### src/ppm_defines.svh
`ifndef PPM_DEFINES_SVH
`define PPM_DEFINES_SVH

// byte offsets of the registers in configuration space
`define PPM_OFF_PWR_CSR 8'ha4
`define PPM_OFF_BRIDGE_EXT 8'ha6
`define PPM_OFF_DATA_READOUT 8'ha7
// dword index holding all three registers
`define PPM_DWORD_INDEX 6'h29

// field positions in the control/status word
`define PPM_BIT_WAKE_FLAG 15
`define PPM_BIT_WAKE_EN 8
`define PPM_PS_MSB 1
`define PPM_PS_LSB 0

// reset and fixed values
`define PPM_PWR_CSR_RESET 16'h0000
`define PPM_BRIDGE_EXT_VALUE 8'hc0
`define PPM_DATA_READOUT_VALUE 8'h00
`define PPM_BPCC_ENABLE_VALUE 1'b1
`define PPM_D3_ACTION_VALUE 1'b1

`endif

### src/ppm_pkg.sv
`default_nettype none
package ppm_pkg;
	typedef enum logic [1:0] {
		PPM_D0 = 2'h0,
		PPM_D1 = 2'h1,
		PPM_D2 = 2'h2,
		PPM_D3HOT = 2'h3
	} ppm_pstate_t;
endpackage
`default_nettype wire

### src/ppm_wake_if.sv
`default_nettype none
interface ppm_wake_if;
	logic flag_clear;
	logic enable_wr;
	logic enable_val;
	logic bus_reset;
	logic flag;
	logic enable;
	modport ctl (output flag_clear, output enable_wr, output enable_val, output bus_reset,
		input flag, input enable);
	modport wake (input flag_clear, input enable_wr, input enable_val, input bus_reset,
		output flag, output enable);
endinterface
`default_nettype wire

### src/ppm_wake_unit.sv
`include "ppm_defines.svh"
`default_nettype none
module ppm_wake_unit
	import ppm_pkg::*;
(
	// clock and global reset
	input wire logic clk_sys,
	input wire logic reset_n,
	// wake source
	input wire logic wake_event_req,
	// control side
	ppm_wake_if.wake w,
	// wake pin drive
	output logic pme_oe
);
	logic flag_r;
	logic flag_nxt;
	logic enable_r;
	logic enable_nxt;
	logic pme_oe_r;

	assign w.flag = flag_r;
	assign w.enable = enable_r;
	assign pme_oe = pme_oe_r;

	always_comb begin
		enable_nxt = enable_r;
		if (w.enable_wr) begin
			enable_nxt = w.enable_val;
		end
	end

	always_comb begin
		flag_nxt = flag_r;
		if (w.bus_reset && !enable_r) begin
			flag_nxt = 1'b0;
		end else if (wake_event_req) begin
			flag_nxt = 1'b1;
		end else if (w.flag_clear) begin
			flag_nxt = 1'b0;
		end
	end

	always_ff @(posedge clk_sys) begin
		if (!reset_n) begin
			enable_r <= 1'b0;
		end else begin
			enable_r <= enable_nxt;
		end
	end

	always_ff @(posedge clk_sys) begin
		if (!reset_n) begin
			flag_r <= 1'b0;
		end else begin
			flag_r <= flag_nxt;
		end
	end

	always_ff @(posedge clk_sys) begin
		if (!reset_n) begin
			pme_oe_r <= 1'b0;
		end else begin
			pme_oe_r <= flag_nxt & enable_nxt;
		end
	end
endmodule
`default_nettype wire

### src/ppm_csr_top.sv
`include "ppm_defines.svh"
`default_nettype none
module ppm_csr_top
	import ppm_pkg::*;
#(
	parameter logic BPCC_ENABLE = `PPM_BPCC_ENABLE_VALUE,
	parameter logic D3_ACTION = `PPM_D3_ACTION_VALUE
) (
	// clock and resets
	input wire logic clk_sys,
	input wire logic reset_n,
	input wire logic pci_bus_reset_input_n,
	// configuration access
	input wire logic cfg_rd,
	input wire logic cfg_wr,
	input wire logic [5:0] cfg_addr,
	input wire logic [3:0] cfg_be,
	input wire logic [31:0] cfg_wdata,
	output logic [31:0] cfg_rdata,
	output logic cfg_rvalid,
	// wake event and pin
	input wire logic wake_event_req,
	output logic wake_pin_o,
	output logic wake_pin_oe,
	// secondary bus policy
	output logic sec_clk_stop,
	output logic sec_power_off,
	output logic internal_reset
);
	ppm_wake_if wif ();

	ppm_pstate_t pstate_r;
	ppm_pstate_t pstate_nxt;
	logic hit;
	logic wr_hit;
	logic rd_hit;
	logic [15:0] csr_word;
	logic [7:0] bridge_ext;
	logic [31:0] read_word;
	logic [31:0] rdata_r;
	logic rvalid_r;
	logic int_reset_r;
	logic clk_stop_r;
	logic power_off_r;
	logic pin_o_r;
	logic bus_reset;

	assign bus_reset = !pci_bus_reset_input_n;
	assign hit = (cfg_addr == `PPM_DWORD_INDEX);
	assign wr_hit = cfg_wr && hit;
	assign rd_hit = cfg_rd && hit;

	// wake control strobes from the register write and the bus reset
	// write one clears
	assign wif.flag_clear = wr_hit && cfg_be[1] && cfg_wdata[`PPM_BIT_WAKE_FLAG];
	assign wif.enable_wr = wr_hit && cfg_be[1];
	assign wif.enable_val = cfg_wdata[`PPM_BIT_WAKE_EN];
	assign wif.bus_reset = bus_reset;

	ppm_wake_unit u_wake (
		.clk_sys(clk_sys),
		.reset_n(reset_n),
		.wake_event_req(wake_event_req),
		.w(wif.wake),
		.pme_oe(wake_pin_oe)
	);

	always_comb begin
		pstate_nxt = pstate_r;
		if (wr_hit && cfg_be[0]) begin
			pstate_nxt = ppm_pstate_t'(cfg_wdata[`PPM_PS_MSB:`PPM_PS_LSB]);
		end
	end

	always_ff @(posedge clk_sys) begin
		if (!reset_n) begin
			pstate_r <= PPM_D0;
		end else if (bus_reset) begin
			pstate_r <= PPM_D0;
		end else begin
			pstate_r <= pstate_nxt;
		end
	end

	always_ff @(posedge clk_sys) begin
		if (!reset_n) begin
			int_reset_r <= 1'b0;
		end else begin
			int_reset_r <= !bus_reset && (pstate_r == PPM_D3HOT) && (pstate_nxt == PPM_D0);
		end
	end

	always_ff @(posedge clk_sys) begin
		if (!reset_n) begin
			clk_stop_r <= 1'b0;
			power_off_r <= 1'b0;
		end else begin
			clk_stop_r <= BPCC_ENABLE && D3_ACTION && (pstate_r == PPM_D3HOT);
			power_off_r <= BPCC_ENABLE && !D3_ACTION && (pstate_r == PPM_D3HOT);
		end
	end

	// open-drain wake pin only ever pulls low
	always_ff @(posedge clk_sys) begin
		if (!reset_n) begin
			pin_o_r <= 1'b0;
		end else begin
			pin_o_r <= 1'b0;
		end
	end

	always_comb begin
		csr_word = `PPM_PWR_CSR_RESET;
		csr_word[`PPM_BIT_WAKE_FLAG] = wif.flag;
		csr_word[`PPM_BIT_WAKE_EN] = wif.enable;
		csr_word[`PPM_PS_MSB:`PPM_PS_LSB] = pstate_r;
	end

	always_comb begin
		bridge_ext = `PPM_BRIDGE_EXT_VALUE;
		bridge_ext[7] = BPCC_ENABLE;
		bridge_ext[6] = D3_ACTION;
	end

	always_comb begin
		read_word = 32'h0000_0000;
		if (hit) begin
			read_word = {`PPM_DATA_READOUT_VALUE, bridge_ext, csr_word};
		end
	end

	always_ff @(posedge clk_sys) begin
		if (!reset_n) begin
			rdata_r <= 32'h0000_0000;
			rvalid_r <= 1'b0;
		end else begin
			rvalid_r <= cfg_rd;
			if (cfg_rd) begin
				rdata_r <= read_word;
			end
		end
	end

	assign cfg_rdata = rdata_r;
	assign cfg_rvalid = rvalid_r;
	assign internal_reset = int_reset_r;
	assign sec_clk_stop = clk_stop_r;
	assign sec_power_off = power_off_r;
	assign wake_pin_o = pin_o_r;
endmodule
`default_nettype wire

### config.mk
export PLATFORM = sky130hd
export DESIGN_NAME = ppm_csr_top
export DESIGN_NICKNAME = d
export VERILOG_FILES = /design/src/ppm_pkg.sv /design/src/ppm_wake_if.sv /design/src/ppm_wake_unit.sv /design/src/ppm_csr_top.sv
export VERILOG_INCLUDE_DIRS = /design/src
export SDC_FILE = /design/constraint.sdc
export NUM_CORES = 1
export LEC_CHECK = 0
export BUFFER_PORTS_ARGS = -buffer_cell sky130_fd_sc_hd__buf_2
export CAP_MARGIN = 20
export CELL_PAD_IN_SITES_DETAIL_PLACEMENT = 1
export CELL_PAD_IN_SITES_GLOBAL_PLACEMENT = 1
export CORE_AREA = 2 2 65 67
export DETAILED_ROUTE_END_ITERATION = 16
export DIE_AREA = 0 0 67 69
export GPL_TIMING_DRIVEN = 0
export PLACE_DENSITY = 0.78
export RECOVER_POWER = 100
export SYNTH_ARGS = -nofsm -noshare
export SYNTH_HDL_FRONTEND = slang
export SYNTH_SLANG_ARGS = --single-unit
export TNS_END_PERCENT = 50
### constraint.sdc
create_clock -name clk_sys -period 1.2 [get_ports clk_sys]
set_clock_uncertainty 0.15 [all_clocks]
set_input_delay 0.3 -clock clk_sys [delete_from_list [all_inputs] [get_ports clk_sys]]
set_output_delay 0.3 -clock clk_sys [all_outputs]
set_load 0.03 [all_outputs]
==> flow_summary.json <==
{
  "status": "complete, but fails checks",
  "violations": "setup timing",
  "cpMaxStageDelayCell": "dfxtp_2",
  "maxUsedRoutingLayer": "met4",
  "setup_tns_ps": -84.0,
  "critPathMaxFanout": 3,
  "drc": 0,
  "p_leak_nw": 0.587,
  "core_area_sq_um": 3910,
  "wl_per_cell_um": 9.38,
  "pwr_density_cell_nw_per_um2": 911,
  "critPathArrivalTime_ps": 800,
  "final_hold_viol_count": 0,
  "place.detailed.hpwl_um": 1530,
  "cts_buffers": 3,
  "synth_top_area_share_pct": 31.4,
  "fin_ws_ps": -52.7,
  "grt_pass1_wl_um": 2820,
  "slew_violations": 0,
  "ant_nets": 0,
  "cp-end-kind": "output port",
  "setup_viol": 2,
  "clock-sinks": 13,
  "synthAdderAreaFrac_pct": 0,
  "ff2ff_setup_slack_ps": 250,
  "synthSimpleGateAreaFrac_pct": 24.3,
  "crit_type": "reg2out",
  "final_layout_size_suffix_gt1_share_pct": 49.0,
  "grt_max_degree": 11,
  "holdWs_ps": 106,
  "ctsRootBufferMaster": "clkbuf_8",
  "syn_inst": 87,
  "chipWidth_um": 67,
  "grt_pass1_vias": 644,
  "cp.buffers_inverters": 2,
  "holdBufCountCts": 0,
  "syn_area_per_cell_sq_um": 9.54,
  "synth_top_area_cell": "dfxtp_1",
  "die-area_sq_um": 4620,
  "drt-pass1-iter-count": 2,
  "area_growth_pct": 46.6,
  "hold_start": "cfg_wdata[0]",
  "fin_nets": 194,
  "fmax_ghz": 0.798,
  "required_ps": 750,
  "place.gp.congestion": 0.642,
  "viasPerCell": 3.62,
  "max_cap_violations": 0,
  "start_kind": "flop",
  "antenna_found_initial": 0,
  "routed_wirelength_um": 1830,
  "path_common_cell": "buf_6",
  "ys_seq_area_share_pct": 31.4,
  "synth_area_sq_um": 830,
  "timing.rr.start": "u_wake.w.enable",
  "timing.rr.end": "u_wake.w.enable",
  "synthMuxAreaShare_pct": 0,
  "io_buffer_count": 27,
  "grt_remaining_overflow": 0,
  "drt-initial-drc-count": 29,
  "clock_latency_ps": 240,
  "final_common_cell": "buf_4",
  "netlist_top_cells_area": "dfxtp_1, buf_4, a21boi_1",
  "cts_tree": "built",
  "ff2ff_path_depth": 2,
  "synthFlopType": "dfxtp_1",
  "num_rows": 23,
  "path_cells": "buf_6 -> buf_6",
  "antenna_cells": 0,
  "whs_endpoint": "internal_reset",
  "rsz0062_at_grt": "yes",
  "htree_levels": 1,
  "wl_met1_um": 845,
  "ios": 86,
  "fin_crit_sh_pct": 104,
  "async_flop_share_pct": 0,
  "fillerInstances": 489,
  "slowest_delay_ps": 330,
  "ys_ff_latch": 13,
  "synth_edf_count": 0,
  "met2RoutedLength_um": 778,
  "p_total_w": 0.00111,
  "synthXorXnorAreaFrac_pct": 0,
  "die_h_um": 69,
  "ir_drop_mv": 0.313,
  "min_period_ps": 1250,
  "yosys.cell_types.count": 27,
  "cts_buffer_depth": 2,
  "synth_warnings": 0,
  "final_cells": 195,
  "post_cts_buffers": 0,
  "routed-wl-met3_um": 182,
  "floorplan.initialDensity_pct": 21.2,
  "synth_compound_area_share_pct": 15.4,
  "cts.reportedPaths.clkPinSlew_ps": 60,
  "hold_class": "in2reg",
  "track_usage_pct": 7.75,
  "mostFrequentLayoutCells": "buf_4, conb_1, buf_2",
  "hold_path_depth": 2,
  "vias": 705,
  "place_inst": 191,
  "synth_top_family_by_area": "buffers and inverters",
  "crit_family": "flip-flops"
}
## worst max path at each step
stage             startpoint  cells past startpoint  slack (ps)              to
2_1_floorplan    cfg_addr[2]                      4           8  internal_reset
3_3_place_gp     cfg_addr[2]                      5        -150  internal_reset
3_5_place_dp     cfg_addr[2]                      5        -180  internal_reset
4_1_cts        cfg_rdata[22]                      2         -60   cfg_rdata[23]
5_1_grt        cfg_rdata[22]                      2         -70   cfg_rdata[23]
6_report       cfg_rdata[22]                      2         -50   cfg_rdata[23]
## cells in the mapped netlist, types with 2 or more instances
library cell and n:
buf_4 29, dfxtp_1 13, a21boi_1 7, nand2b_1 5, nand3_1 5, nand4_1 4
and2_1 2, and4b_2 2, o21ai_0 2
## registers in the layout, summed over array words and instances (netlist names)
| name | cells |
|---|---|
| pstate_r | 2 |
| u_wake.w.flag | 1 |
| sec_clk_stop | 1 |
| cfg_rvalid | 1 |
| internal_reset | 1 |
| cfg_rdata | 5 |
| u_wake.pme_oe | 1 |
| u_wake.w.enable | 1 |
## cell families after synthesis
group,after synthesis
compound gates,14
buf+inv,32
flops,13
other cells,1
simple gates,27
## final cells by class
class                           instances  area (sq um)  share of cell area, %
Multi-Input combinational cell         69           433                   35.6
Buffer                                 31           233                   19.1
Timing Repair Buffer                   27           173                   14.2
Sequential cell                        13           267                   21.9
Inverter                                1          3.75                  0.309
Clock buffer                            4          45.0                   3.70
Tap cell                               50          62.6                   5.14
## metrics by stage
stage	utilization [%]	instance area (sq um)	setup slack (ps)
floorplan	-	931	8.19
global placement	28.8	1130	-155
detailed placement	28.8	1130	-182
CTS	30.5	1190	-56.1
global route	31.1	1220	-72.0
finish	31.1	1220	-52.7
## routing by layer
metal | global-route usage [%] | up-vias
li1 | - | 364
met1 | 10.4 | 298
met2 | 11.8 | 39
met3 | 1.14 | 4
met4 | 4.08 | 0
met5 | 0 | -
## where the power goes
part | leakage (nW) | internal (W) | switching [W]
Combinational | 0.456 | 0.000101 | 0.000173
Sequential | 0.108 | 0.000435 | 0.00000151
Clock | 0.0228 | 0.000235 | 0.000162
Total | 0.587 | 0.000771 | 0.000337
## what timing repair did
action / 4_1_cts / 5_1_grt
endpoints found under the hold margin: 0 / 0
gates cloned: 0 / 0
setup endpoints to repair: 6 / 9
gates resized for setup: 8 / 13
No activity file was read; power rests on OpenSTA's default activity.
